[config.mk]
export PLATFORM = sky130hd
export DESIGN_NAME = dsp_drive_setup_policy
export DESIGN_NICKNAME = d
export VERILOG_FILES = /design/src/include/dsp_pkg.sv /design/src/rtl/dsp_sync3.sv /design/src/rtl/dsp_loss_timer.sv /design/src/rtl/dsp_drive_setup_policy.sv
export SDC_FILE = /design/constraint.sdc
export NUM_CORES = 1
export LEC_CHECK = 0
export ABC_AREA = 1
export BUFFER_PORTS_ARGS = -buffer_cell sky130_fd_sc_hd__buf_4
export CAP_MARGIN = 25
export CORE_MARGIN = 8
export CORE_UTILIZATION = 40
export CTS_BUF_LIST = sky130_fd_sc_hd__clkbuf_2 sky130_fd_sc_hd__clkbuf_4 sky130_fd_sc_hd__clkbuf_8
export CTS_CLUSTER_DIAMETER = 200
export DETAILED_ROUTE_END_ITERATION = 8
export GPL_ROUTABILITY_DRIVEN = 0
export PLACE_DENSITY = 0.64
export SYNTH_ARGS = -nofsm -noshare
export SYNTH_HDL_FRONTEND = slang
export SYNTH_HIERARCHICAL = 1
export SYNTH_SLANG_ARGS = --single-unit
export TNS_END_PERCENT = 5
[constraint.sdc]
create_clock -name sys_clk -period 1.5 [get_ports sys_clk]
set_input_delay 0.075 -clock sys_clk [delete_from_list [all_inputs] [get_ports sys_clk]]
set_output_delay 0.075 -clock sys_clk [all_outputs]
set_load 0.005 [all_outputs]
[src/include/dsp_pkg.sv]
// constants, types and code decoders for the drive setup policy decoder
package dsp_pkg;
   // ========================================
   // timing
   localparam int SYS_CLK_HZ = 50_000_000;
   localparam int PANEL_LOSS_MS = 1000;
   localparam int PANEL_LOSS_CYC = SYS_CLK_HZ / 1000 * PANEL_LOSS_MS;
   // ========================================
   // register port
   localparam int ADDR_W = 5;
   localparam int DATA_W = 32;
   localparam logic [4:0] OFS_MOTOR = 5'h00;
   localparam logic [4:0] OFS_CARRIER = 5'h04;
   localparam logic [4:0] OFS_SOFTPWM = 5'h08;
   localparam logic [4:0] OFS_POLICY = 5'h0c;
   localparam logic [4:0] OFS_STATUS = 5'h10;
   localparam logic [4:0] OFS_IRQ_STS = 5'h14;
   localparam logic [4:0] OFS_IRQ_CLR = 5'h18;
   localparam logic [4:0] OFS_IRQ_EN = 5'h1c;
   // ========================================
   // reset values
   localparam logic [6:0] MOTOR_RST = 7'h00;
   localparam logic [3:0] CARRIER_RST = 4'h1;
   localparam logic SOFTPWM_RST = 1'b1;
   localparam logic [4:0] POLICY_RST = 5'h0e;
   // ========================================
   // code groups
   localparam logic [6:0] MOTOR_HI_GROUP = 7'h64;
   localparam logic [3:0] SOFT_PWM_MAX = 4'h5;
   localparam logic [4:0] POLICY_FB_GROUP = 5'h0e;
   localparam logic [4:0] POLICY_DET_LO = 5'h02;
   localparam logic [4:0] POLICY_DET_HI = 5'h10;
   localparam logic [4:0] POLICY_MAX = 5'h11;
   localparam logic [4:0] POLICY_LO_MAX = 5'h03;
   // value is arbitrary
   localparam logic [7:0] PANEL_LOSS_CODE = 8'h5e;
   localparam logic [7:0] ALARM_NONE = 8'h00;
   // ========================================
   // interrupt and status bits
   localparam int IRQ_W = 4;
   localparam int IRQ_LOSS = 0;
   localparam int IRQ_STOP = 1;
   localparam int IRQ_REJ = 2;
   localparam int IRQ_RST = 3;
   localparam int STS_W = 6;
   localparam int STS_ALARM = 0;
   localparam int STS_STOP = 1;
   localparam int STS_CT = 2;
   localparam int STS_TUNE = 3;
   localparam int STS_SPWM = 4;
   localparam int STS_DET = 5;
   typedef enum logic [1:0] {DSP_RUN, DSP_KEY_STOP, DSP_LOSS_TRIP} dsp_state_t;
   // ========================================
   // decoders
   function automatic logic [6:0] motor_base(input logic [6:0] c);
      motor_base = (c >= MOTOR_HI_GROUP) ? 7'(c - MOTOR_HI_GROUP) : c;
   endfunction
   function automatic logic motor_code_ok(input logic [6:0] c);
      logic [6:0] b;
      b = motor_base(c);
      motor_code_ok = b inside {7'h00, 7'h01, 7'h03, 7'h05, 7'h06, 7'h0d, 7'h0f, 7'h10, 7'h17};
   endfunction
   function automatic logic motor_base_ct(input logic [6:0] b);
      motor_base_ct = b inside {7'h01, 7'h0d, 7'h0f, 7'h10};
   endfunction
   function automatic logic motor_base_tune(input logic [6:0] b);
      motor_base_tune = b inside {7'h03, 7'h0d, 7'h17};
   endfunction
   function automatic logic motor_base_entry(input logic [6:0] b);
      motor_base_entry = b inside {7'h05, 7'h06, 7'h0f, 7'h10};
   endfunction
   function automatic logic motor_base_delta(input logic [6:0] b);
      motor_base_delta = b inside {7'h06, 7'h10};
   endfunction
   function automatic logic policy_ok(input logic [4:0] p);
      policy_ok = (p <= POLICY_LO_MAX) || (p >= POLICY_FB_GROUP && p <= POLICY_MAX);
   endfunction
endpackage

[src/rtl/dsp_sync3.sv]
// three-stage input synchroniser with agreement filter
`timescale 1ns/1ps
`default_nettype none
module dsp_sync3 #(
   parameter int W = 1
) (
   // clock
   input wire logic sys_clk,
   input wire logic reset_n,
   input wire logic clk_en,
   // data
   input wire logic [W-1:0] async_in,
   output logic [W-1:0] sync_out
);
   logic [W-1:0] s1_q;
   logic [W-1:0] s2_q;
   logic [W-1:0] s3_q;
   logic [W-1:0] agree;

   if (W < 1) begin : g_chk
      $error("dsp_sync3: width must be at least one");
   end

   assign agree = ~(s2_q ^ s3_q);

   always_ff @(posedge sys_clk) begin
      if (!reset_n) begin
         s1_q <= '0;
         s2_q <= '0;
         s3_q <= '0;
         sync_out <= '0;
      end else if (clk_en) begin
         s1_q <= async_in;
         s2_q <= s1_q;
         s3_q <= s2_q;
         sync_out <= (s3_q & agree) | (sync_out & ~agree);
      end
   end
endmodule
`default_nettype wire

[src/rtl/dsp_loss_timer.sv]
// operator panel absence timer
`timescale 1ns/1ps
`default_nettype none
module dsp_loss_timer #(
   parameter int LIMIT = 50_000_000
) (
   // clock
   input wire logic sys_clk,
   input wire logic reset_n,
   input wire logic clk_en,
   // control
   input wire logic detect_en,
   input wire logic panel_present,
   output logic loss_trip
);
   localparam int CW = $clog2(LIMIT + 1);
   localparam logic [CW-1:0] LIM = CW'(LIMIT);
   localparam logic [CW-1:0] LIM_M1 = CW'(LIMIT - 1);
   logic armed_q;
   logic [CW-1:0] cnt_q;

   if (LIMIT < 2) begin : g_chk
      $error("dsp_loss_timer: limit must be at least two");
   end

   // armed only once a panel has been seen since reset
   always_ff @(posedge sys_clk) begin
      if (!reset_n) begin
         armed_q <= 1'b0;
      end else if (clk_en && panel_present) begin
         armed_q <= 1'b1;
      end
   end

   always_ff @(posedge sys_clk) begin
      if (!reset_n) begin
         cnt_q <= '0;
         loss_trip <= 1'b0;
      end else if (clk_en) begin
         if (panel_present || !detect_en || !armed_q) begin
            cnt_q <= '0;
            loss_trip <= 1'b0;
         end else begin
            loss_trip <= (cnt_q == LIM_M1);
            if (cnt_q != LIM) begin
               cnt_q <= CW'(cnt_q + 1'b1);
            end
         end
      end
   end
endmodule
`default_nettype wire

[src/rtl/dsp_drive_setup_policy.sv]
// drive setup decoder: motor code, pwm carrier and panel policy
// ========================================
`timescale 1ns/1ps
`default_nettype none
module dsp_drive_setup_policy #(
   parameter int LOSS_CYC = dsp_pkg::PANEL_LOSS_CYC
) (
   // clock, reset, enable
   input wire logic sys_clk,
   input wire logic reset_n,
   input wire logic clk_en,
   // register port
   input wire logic [dsp_pkg::ADDR_W-1:0] reg_addr,
   input wire logic [dsp_pkg::DATA_W-1:0] reg_wdata,
   input wire logic reg_wr,
   input wire logic reg_rd,
   output logic [dsp_pkg::DATA_W-1:0] reg_rdata,
   // pins from outside the clock domain
   input wire logic second_characteristic_select,
   input wire logic operator_panel_present,
   input wire logic panel_stop_key,
   input wire logic reset_input,
   // drive state on the same clock
   input wire logic protective_trip,
   input wire logic panel_operation_mode,
   input wire logic fieldbus_operation_mode,
   input wire logic rs485_link_mode,
   // thermal and motor setup
   output logic therm_const_torque,
   output logic autotune_select,
   output logic motor_const_entry,
   output logic delta_connection,
   // pwm
   output logic [3:0] carrier_code,
   output logic soft_pwm_active,
   // policy results
   output logic reset_accept,
   output logic panel_loss_alarm,
   output logic [7:0] alarm_code,
   output logic drive_shutoff,
   output logic decel_stop_req,
   output logic panel_stop_indication,
   output logic irq
);
   import dsp_pkg::*;

   // ========================================
   // synchronised pins
   logic char2_s;
   logic present_s;
   logic key_s;
   logic rst_s;
   logic key_prev_q;
   logic rst_prev_q;
   logic key_rise;
   logic rst_rise;

   dsp_sync3 #(
      .W(4)
   ) u_sync (
      .sys_clk(sys_clk),
      .reset_n(reset_n),
      .clk_en(clk_en),
      .async_in({second_characteristic_select, operator_panel_present,
                 panel_stop_key, reset_input}),
      .sync_out({char2_s, present_s, key_s, rst_s})
   );

   always_ff @(posedge sys_clk) begin
      if (!reset_n) begin
         key_prev_q <= 1'b0;
         rst_prev_q <= 1'b0;
      end else if (clk_en) begin
         key_prev_q <= key_s;
         rst_prev_q <= rst_s;
      end
   end

   assign key_rise = key_s && !key_prev_q;
   assign rst_rise = rst_s && !rst_prev_q;

   // ========================================
   // configuration registers
   logic [6:0] motor_q;
   logic [3:0] carrier_q;
   logic softpwm_q;
   logic [4:0] policy_q;
   logic wr_motor;
   logic wr_carrier;
   logic wr_softpwm;
   logic wr_policy;
   logic motor_ok;
   logic carrier_ok;
   logic softpwm_ok;
   logic policy_wr_ok;
   logic wr_reject;

   assign wr_motor = reg_wr && (reg_addr == OFS_MOTOR);
   assign wr_carrier = reg_wr && (reg_addr == OFS_CARRIER);
   assign wr_softpwm = reg_wr && (reg_addr == OFS_SOFTPWM);
   assign wr_policy = reg_wr && (reg_addr == OFS_POLICY);
   assign motor_ok = (reg_wdata[31:7] == '0) && motor_code_ok(reg_wdata[6:0]);
   assign carrier_ok = (reg_wdata[31:4] == '0);
   assign softpwm_ok = (reg_wdata[31:1] == '0);
   assign policy_wr_ok = (reg_wdata[31:5] == '0) && policy_ok(reg_wdata[4:0]);
   assign wr_reject = (wr_motor && !motor_ok) || (wr_carrier && !carrier_ok)
                      || (wr_softpwm && !softpwm_ok) || (wr_policy && !policy_wr_ok);

   always_ff @(posedge sys_clk) begin
      if (!reset_n) begin
         motor_q <= MOTOR_RST;
      end else if (clk_en && wr_motor && motor_ok) begin
         motor_q <= reg_wdata[6:0];
      end
   end

   always_ff @(posedge sys_clk) begin
      if (!reset_n) begin
         carrier_q <= CARRIER_RST;
         softpwm_q <= SOFTPWM_RST;
      end else if (clk_en) begin
         if (wr_carrier && carrier_ok) begin
            carrier_q <= reg_wdata[3:0];
         end
         if (wr_softpwm && softpwm_ok) begin
            softpwm_q <= reg_wdata[0];
         end
      end
   end

   always_ff @(posedge sys_clk) begin
      if (!reset_n) begin
         policy_q <= POLICY_RST;
      end else if (clk_en && wr_policy && policy_wr_ok) begin
         policy_q <= reg_wdata[4:0];
      end
   end

   // ========================================
   // motor and pwm decode
   logic [6:0] base;
   logic hi_group;

   assign base = motor_base(motor_q);
   assign hi_group = (motor_q >= MOTOR_HI_GROUP);

   always_ff @(posedge sys_clk) begin
      if (!reset_n) begin
         therm_const_torque <= 1'b0;
         autotune_select <= 1'b0;
         motor_const_entry <= 1'b0;
         delta_connection <= 1'b0;
         carrier_code <= CARRIER_RST;
         soft_pwm_active <= 1'b0;
      end else if (clk_en) begin
         therm_const_torque <= motor_base_ct(base) || (hi_group && char2_s);
         autotune_select <= motor_base_tune(base);
         motor_const_entry <= motor_base_entry(base);
         delta_connection <= motor_base_delta(base);
         carrier_code <= carrier_q;
         soft_pwm_active <= softpwm_q && (carrier_q <= SOFT_PWM_MAX);
      end
   end

   // ========================================
   // panel policy
   logic fb_group;
   logic any_reset;
   logic det_en;
   logic loss_trip;
   logic stop_ok;
   logic rst_ok;
   dsp_state_t state_q;

   assign fb_group = (policy_q >= POLICY_FB_GROUP);
   assign any_reset = !policy_q[0];
   assign det_en = (fb_group ? (policy_q >= POLICY_DET_HI)
                             : (policy_q >= POLICY_DET_LO)) && !rs485_link_mode;
   assign stop_ok = key_rise && (panel_operation_mode
                                 || (fb_group && fieldbus_operation_mode));
   assign rst_ok = rst_rise && (any_reset || protective_trip
                                || state_q == DSP_LOSS_TRIP);

   dsp_loss_timer #(
      .LIMIT(LOSS_CYC)
   ) u_timer (
      .sys_clk(sys_clk),
      .reset_n(reset_n),
      .clk_en(clk_en),
      .detect_en(det_en),
      .panel_present(present_s),
      .loss_trip(loss_trip)
   );

   always_ff @(posedge sys_clk) begin
      if (!reset_n) begin
         state_q <= DSP_RUN;
      end else if (clk_en) begin
         case (state_q)
            DSP_RUN: begin
               if (loss_trip) begin
                  state_q <= DSP_LOSS_TRIP;
               end else if (stop_ok) begin
                  state_q <= DSP_KEY_STOP;
               end
            end
            DSP_KEY_STOP: begin
               if (loss_trip) begin
                  state_q <= DSP_LOSS_TRIP;
               end else if (rst_ok) begin
                  state_q <= DSP_RUN;
               end
            end
            DSP_LOSS_TRIP: begin
               if (rst_ok) begin
                  state_q <= DSP_RUN;
               end
            end
            default: begin
               state_q <= DSP_RUN;
            end
         endcase
      end
   end

   always_ff @(posedge sys_clk) begin
      if (!reset_n) begin
         reset_accept <= 1'b0;
         panel_loss_alarm <= 1'b0;
         alarm_code <= ALARM_NONE;
         drive_shutoff <= 1'b0;
         decel_stop_req <= 1'b0;
         panel_stop_indication <= 1'b0;
      end else if (clk_en) begin
         reset_accept <= rst_ok;
         panel_loss_alarm <= (state_q == DSP_LOSS_TRIP);
         alarm_code <= (state_q == DSP_LOSS_TRIP) ? PANEL_LOSS_CODE : ALARM_NONE;
         drive_shutoff <= (state_q == DSP_LOSS_TRIP);
         decel_stop_req <= (state_q == DSP_KEY_STOP);
         panel_stop_indication <= (state_q == DSP_KEY_STOP);
      end
   end

   // ========================================
   // interrupts
   logic [IRQ_W-1:0] irq_sts_q;
   logic [IRQ_W-1:0] irq_en_q;
   logic [IRQ_W-1:0] ev_vec;
   logic [IRQ_W-1:0] clr_mask;

   always_comb begin
      ev_vec = '0;
      ev_vec[IRQ_LOSS] = loss_trip;
      ev_vec[IRQ_STOP] = stop_ok && (state_q == DSP_RUN) && !loss_trip;
      ev_vec[IRQ_REJ] = wr_reject;
      ev_vec[IRQ_RST] = rst_ok;
   end

   assign clr_mask = (reg_wr && reg_addr == OFS_IRQ_CLR) ? reg_wdata[IRQ_W-1:0] : '0;

   always_ff @(posedge sys_clk) begin
      if (!reset_n) begin
         irq_sts_q <= '0;
         irq_en_q <= '0;
         irq <= 1'b0;
      end else if (clk_en) begin
         irq_sts_q <= (irq_sts_q & ~clr_mask) | ev_vec;
         if (reg_wr && reg_addr == OFS_IRQ_EN) begin
            irq_en_q <= reg_wdata[IRQ_W-1:0];
         end
         irq <= |(irq_sts_q & irq_en_q);
      end
   end

   // ========================================
   // read port
   logic [STS_W-1:0] status;

   always_comb begin
      status = '0;
      status[STS_ALARM] = panel_loss_alarm;
      status[STS_STOP] = panel_stop_indication;
      status[STS_CT] = therm_const_torque;
      status[STS_TUNE] = autotune_select;
      status[STS_SPWM] = soft_pwm_active;
      status[STS_DET] = det_en;
   end

   always_ff @(posedge sys_clk) begin
      if (!reset_n) begin
         reg_rdata <= '0;
      end else if (clk_en) begin
         reg_rdata <= '0;
         if (reg_rd) begin
            case (reg_addr)
               OFS_MOTOR: reg_rdata <= {25'h0, motor_q};
               OFS_CARRIER: reg_rdata <= {28'h0, carrier_q};
               OFS_SOFTPWM: reg_rdata <= {31'h0, softpwm_q};
               OFS_POLICY: reg_rdata <= {27'h0, policy_q};
               OFS_STATUS: reg_rdata <= {26'h0, status};
               OFS_IRQ_STS: reg_rdata <= {28'h0, irq_sts_q};
               OFS_IRQ_EN: reg_rdata <= {28'h0, irq_en_q};
               default: reg_rdata <= '0;
            endcase
         end
      end
   end
endmodule
`default_nettype wire

== Word-level counts from Yosys, hierarchy flattened ==
Cells that the tools add are included.

* Register bits: 126

* $add $sub $neg: 3
* Equality and inequality tests: 28
* Magnitude comparators: 9
* Multiplexer cells: 15
* Bitwise operators: 10
* Reduce and logical (&&, ||, !) cells: 70

{| class="wikitable"
|+ Operator list
! cell !! count
|-
| 2-to-1 mux 26 bit || 2
|-
| case mux 7 bit (7 select lines) || 1
|-
| zero test 31 bit || 1
|-
| logical AND 1 bit || 30
|-
| == test 7 x 3 -> 1 bit, second input constant || 4
|-
| == test 7 x 4 -> 1 bit, second input constant || 4
|-
| == test 7 x 5 -> 1 bit, second input constant || 4
|-
| zero test 28 bit || 1
|-
| 2-to-1 mux 7 bit || 4
|-
| zero test 27 bit || 1
|-
| adder 26 x 1 -> 26 bit, second input constant || 1
|-
| == test 26 bit, second input constant || 1
|-
| != test 26 bit, second input constant || 1
|-
| zero test 25 bit || 1
|-
| == test 5 bit, second input constant || 4
|-
| bitwise AND 4 bit || 4
|-
| == test 7 x 1 -> 1 bit, second input constant || 2
|-
| == test 7 x 2 -> 1 bit, second input constant || 2
|-
| >= comparator 7 bit, second input constant || 2
|-
| subtractor 7 bit, second input constant || 2
|-
| NOT 4 bit || 3
|-
| zero test 1 bit || 11
|-
| == test 5 x 4 -> 1 bit, second input constant || 2
|-
| >= comparator 5 x 4 -> 1 bit, second input constant || 2
|-
| other kinds (25) || 45
|}

== Depth between registers and ports, before layout ==
* Word-level depth: 11
* Mapped depth: 13

== Cells and area by module ==
Netlist, hierarchy kept.

{| class="wikitable"
|+ Modules (own cells, without submodules)
! module !! area an instance (um^2) !! seq. area each (um^2) !! times used !! cells an instance
|-
| dsp_drive_setup_policy || 3,463.3 || 980.9 || 1 || 547
|-
| dsp_loss_timer || 1,928.1 || 560.5 || 1 || 317
|-
| dsp_sync3 || 651.9 || 320.3 || 1 || 86
|}

== Worst setup path after synthesis ==
No wires, ideal clock.

* Kind: reg-to-reg
* Start point: register motor_q[2]
* End point: register motor_const_entry
* Buffers on the path: 0
* Setup slack: -0.048 ns
* Clock period less this slack: 1.548 ns
* Arrival: 1.478 ns
* Stages on the path, launching flop included: 10
* Cells stage by stage: dfxtp_1 > inv_1 > ha_1 > xnor2_1 > nand3_1 > nand2_1 > nand3_1 > o21ai_0 > nor2_1 > a21oi_1

* Longest elaborated chain between the ends: 4

{| class="wikitable"
|+ RTL lines
! item !! RTL line !! source
|-
| start: declaration || dsp_drive_setup_policy.sv:84 || <nowiki>logic [6:0] motor_q;</nowiki>
|-
| start signal: assignment || dsp_drive_setup_policy.sv:113 || <nowiki>motor_q <= reg_wdata[6:0];</nowiki>
|-
| subtractor 7 bit / >= comparator 7 bit (equally long branches) || dsp_pkg.sv:56 || <nowiki>motor_base = (c >= MOTOR_HI_GROUP) ? 7'(c - MOTOR_HI_GROUP) : c;</nowiki>
|-
| 2-to-1 mux 7 bit * || dsp_pkg.sv:56 ||
|-
| == test 7 x 3 -> 1 bit (tied with other cells) || dsp_pkg.sv:70 || <nowiki>motor_base_entry = b inside {7'h05, 7'h06, 7'h0f, 7'h10};</nowiki>
|-
| nonzero test 4 bit * || dsp_pkg.sv:70 ||
|-
| end signal: assignment || dsp_drive_setup_policy.sv:158 || <nowiki>motor_const_entry <= motor_base_entry(base);</nowiki>
|-
| end: declaration || dsp_drive_setup_policy.sv:31 || <nowiki>output logic motor_const_entry,</nowiki>
|}

Mark *: on every way between the ends. The rest lies on a longest branch, timed or not.
A chain may end at the register's enable or synchronous reset.

== Worst setup path after layout ==
* Start point: register policy_q[2]
* End point: register u_timer.cnt_q[16]

* Longest elaborated chain between the ends: 8

{| class="wikitable"
|+ RTL lines
! item !! RTL line !! source
|-
| start: declaration || dsp_drive_setup_policy.sv:87 || <nowiki>logic [4:0] policy_q;</nowiki>
|-
| start signal: assignment || dsp_drive_setup_policy.sv:135 || <nowiki>policy_q <= reg_wdata[4:0];</nowiki>
|-
| >= comparator 5 x 2 -> 1 bit (tied with other cells) || dsp_drive_setup_policy.sv:178 || <nowiki>: (policy_q >= POLICY_DET_LO)) && !rs485_link_mode;</nowiki>
|-
| 2-to-1 mux 1 bit * || dsp_drive_setup_policy.sv:177 || <nowiki>assign det_en = (fb_group ? (policy_q >= POLICY_DET_HI)</nowiki>
|-
| logical AND 1 bit * || dsp_drive_setup_policy.sv:178 ||
|-
| net det_en || dsp_drive_setup_policy.sv:169 || <nowiki>logic det_en;</nowiki>
|-
| zero test 1 bit * || dsp_loss_timer.sv:40 || <nowiki>if (panel_present || !detect_en || !armed_q) begin</nowiki>
|-
| logical OR 1 bit * (2 in series) || dsp_loss_timer.sv:40 ||
|-
| nonzero test 2 bit (no line) || -- ||
|-
| AND reduction 2 bit (no line) || -- ||
|-
| end signal: assignment || dsp_loss_timer.sv:46 || <nowiki>cnt_q <= CW'(cnt_q + 1'b1);</nowiki>
|-
| end: declaration || dsp_loss_timer.sv:20 || <nowiki>logic [CW-1:0] cnt_q;</nowiki>
|}

Mark *: on every way through the listed nets, which the timed path passes. The rest lies on a longest branch.

==> run_results.csv <==
group,metric,value,unit
die,die_x,139,µm
grt,grt_pass1_vias,6059,
worst_hold_path,hold_path_class,"in2reg",
sta,setup_slack,-0.0723,ns
setup_path,cp-start-kind,"flip-flop",
status,status,"finished with violations",
synthesis,synth_edf_count,0,
synthesis,synth_cell_types,44,
synthesis,syn_area,6040,µm²
clock_tree,clk_latency,0.39,ns
setup_path,reg2reg_to,"u_timer/cnt_q[16]",
sta,final_hold_viol_count,0,
grt,grt_pass1_wl,29100,µm
placement,placed_area,7340,µm²
flow_run,cap_viol_max_count,0,
sta,fmax,0.636,GHz
die,fp.dieH,139,µm
worst_hold_path,hold_end,"u_timer/cnt_q[3]",
synthesis,synthArstFlopShare,0,%
setup_path,required,1.79,ns
clock_tree,cts_tree,"built",
sta,period_needed,1.57,ns
layout,final_cells,1320,
synthesis,yosys_most_used_dff,"dfxtp_1",
setup_path,worstPathMaxFanout,4,
clock_tree,clkTransAtPathRegs,0.10,ns
detailed_routing,dr.pass1.iters,6,
detailed_routing,ant_nets,0,
layout,drive_gt1_share,28.4,%
clock_tree,cts-htree-levels,3,
setup_path,arrival,1.87,ns
die,start_util,40.4,%
sta,period_share,105,%
synthesis,post-synth-top-count-cell,"nand2_1",
placement,hpwl,13600,µm
setup_path,r2r-start,"policy_q[2]",
layout,design_area,7930,µm²
layout,fill_cells,1499,
synthesis,seq_area_frac_synth,30.8,%
synthesis,yosys_warnings,6,
detailed_routing,drt-total-wl,17800,µm
clock_tree,clk_path_buf_depth,2,
setup_path,ff2ff_path_depth,12,
detailed_routing,drt_iter0_drc,338,
synthesis,avgSynthCellArea,6.36,µm²
die,die_area,19300,µm²
synthesis,synth_common_cells,"234 x nand2_1, 130 x nor2_1, 103 x inv_1",
sta,drv_slew,0,
sta,holdWs,0.0728,ns
placement,io_buffers,76,
detailed_routing,drc,0,
placement,dpl.cell_count,1287,
pwr,vdd_drop_max,0.580,mV
layout,diodes,0,
pwr,power.density,611,nW/µm²
die,core_area,15000,µm²
synthesis,yosysTopAreaCellShare,30.8,%
detailed_routing,viasPerCell,4.89,
grt,grt.total_usage,18.0,%
layout,synthToLayoutAreaGrowth,31.2,%
clock_tree,cts_buffers,9,
clock_tree,root_buffer,"clkbuf_8",
die,rows,45,
setup_path,endpoint_kind,"flip-flop",
layout,fin_nets,1184,
grt,antenna_found_initial,0,
pwr,leakage,3.62,nW
status,violations,"setup timing",
synthesis,synth_seq_cells,93,
grt,overflow,0,
setup_path,worst-setup-path-type,"reg2reg",
synthesis,syn_inst,950,
sta,setup_viol,29,
setup_path,rrSetupSlack,-0.07,ns
worst_hold_path,min_from,"reset_n",
synthesis,yosys-top-cells-area,"dfxtp_1 31%, nand2_1 15%, nor2_1 8.1%, inv_1 6.4%, nand3_1 5.4%",
die,io_pins,105,
grt,grt_start_max_net_pins,36,
detailed_routing,post_drt_wl_per_cell,13.5,µm
clock_tree,cts_sinks,93,
sta,rsz0062_at_grt,"true",
synthesis,synth_top_area_cell,"dfxtp_1",
sta,finClkSkew,0.0159,ns
worst_hold_path,hold_depth,3,
detailed_routing,via_count,6450,
## routing by layer
metal  share of wire (%)  vias up  global-route usage (%)
li1                    -     3352                       -
met5                   0        -                       0
met3                 5.3       25                    4.20
met2                  49      176                    31.8
met4                 1.6        0                    4.04
met1                  45     2897                    21.7
## cell type report
class / count / area (µm²) / share of cell area, %
flip-flops and latches: 93 / 1880 / 23.7
well taps: 188 / 235 / 2.97
clock inverters: 5 / 45.0 / 0.568
repair buffers: 193 / 1510 / 19.0
clock buffers: 11 / 145 / 1.83
multi-input cells: 712 / 3660 / 46.1
inverters: 118 / 455 / 5.74
## placed cells by master (no fill, tap or decap), types with 3 or more instances in the layout
| cell type | netlist | routed |
|---|---|---|
| nand2_1 | 234 | 221 |
| buf_4 | 36 | 177 |
| nor2_1 | 130 | 125 |
| inv_1 | 103 | 100 |
| dfxtp_1 | 93 | 81 |
| a21oi_1 | 64 | 59 |
| nand3_1 | 65 | 58 |
| o21ai_0 | 59 | 49 |
| conb_1 | 1 | 28 |
| nand4_1 | 26 | 26 |
| nand2_2 | 15 | 24 |
| o21ai_1 | 9 | 18 |
| inv_2 | 12 | 13 |
| nand3_2 | 5 | 12 |
| a21oi_2 | 8 | 12 |
| nor2_2 | 11 | 12 |
| dfxtp_2 | 0 | 11 |
| clkbuf_8 | 0 | 10 |
| nand2_4 | 5 | 9 |
| buf_6 | 1 | 9 |
| nor3_1 | 8 | 8 |
| nor2_4 | 3 | 7 |
| xor2_1 | 7 | 7 |
| dlygate4sd3_1 | 0 | 6 |
| ha_1 | 7 | 4 |
| o211ai_1 | 3 | 3 |
| a31oi_1 | 3 | 3 |
| clkinv_4 | 0 | 3 |
## state kept, by name, indices dropped and copies added, names as in the netlist, 2 cells and up, named ones only
signal,flops
carrier_code,4
carrier_q,4
irq_en_q,4
irq_sts_q,4
motor_q,7
policy_q,5
reg_rdata,7
state_q,2
u_sync/s1_q,4
u_sync/s2_q,4
u_sync/s3_q,4
u_timer/cnt_q,26
## worst max-delay path by stage
stage,start,to,slack (ns),depth (start not counted)
3_3_place_gp,motor_q[3],motor_const_entry,-0.10,13
5_1_grt,policy_q[3],u_timer/cnt_q[0],-0.19,11
6_report,policy_q[2],u_timer/cnt_q[16],-0.07,12
3_5_place_dp,policy_q[2],u_timer/cnt_q[22],-0.16,12
4_1_cts,policy_q[3],u_timer/cnt_q[13],-0.02,12
2_1_floorplan,policy_q[3],u_timer/cnt_q[6],-0.05,11
## critical path, stage by stage (launching register included)
cell and delay [ns]:
dfxtp_2 0.36, inv_1 0.05, nand2_1 0.06, nand2_1 0.06, a21oi_2 0.18, nand2_2 0.12, nor2_4 0.15, nand2_4 0.10
nand2_4 0.12, buf_6 0.11, o21ai_0 0.06, nand2_1 0.07, inv_1 0.04
## report_power, final
part / switching (mW) / internal (mW) / leakage (nW)
logic: 0.369 / 0.285 / 2.77
clock network: 0.975 / 0.687 / 0.0951
registers: 0.0264 / 2.51 / 0.757
## metrics by stage
step                      setup slack, ns  utilization (%)  total power [mW]  setup TNS (ns)
final                             -0.0723             52.9              4.85           -1.17
after global routing               -0.190             52.9              5.05           -4.92
after CTS                         -0.0166             52.1              4.88          -0.178
after detailed placement           -0.156             49.0              3.21           -3.23
after global placement             -0.102             49.0              3.20           -1.60
after floorplan                   -0.0463                -              2.97          -0.376
## repair_timing
action	CTS	global route
pin swaps	24	13
cloned	0	2
buffers inserted	6	3
resized for setup	61	23
endpoints found under the hold margin	10	0
hold buffers	6	0
setup endpoints to repair	29	36
## kinds of logic after synthesis
logic type | after synthesis | synth area share, %
XOR/XNOR | 9 | 1.30
AND/OR/NAND/NOR | 512 | 38.6
other | 1 | 0.0621
adder cells (fa/ha/maj) | 7 | 1.45
AO/OA/AOI/OAI | 154 | 13.8
buffers and inverters | 174 | 13.9
flip-flops | 93 | 30.8
Note: power is estimated with default switching activity, not from simulation.
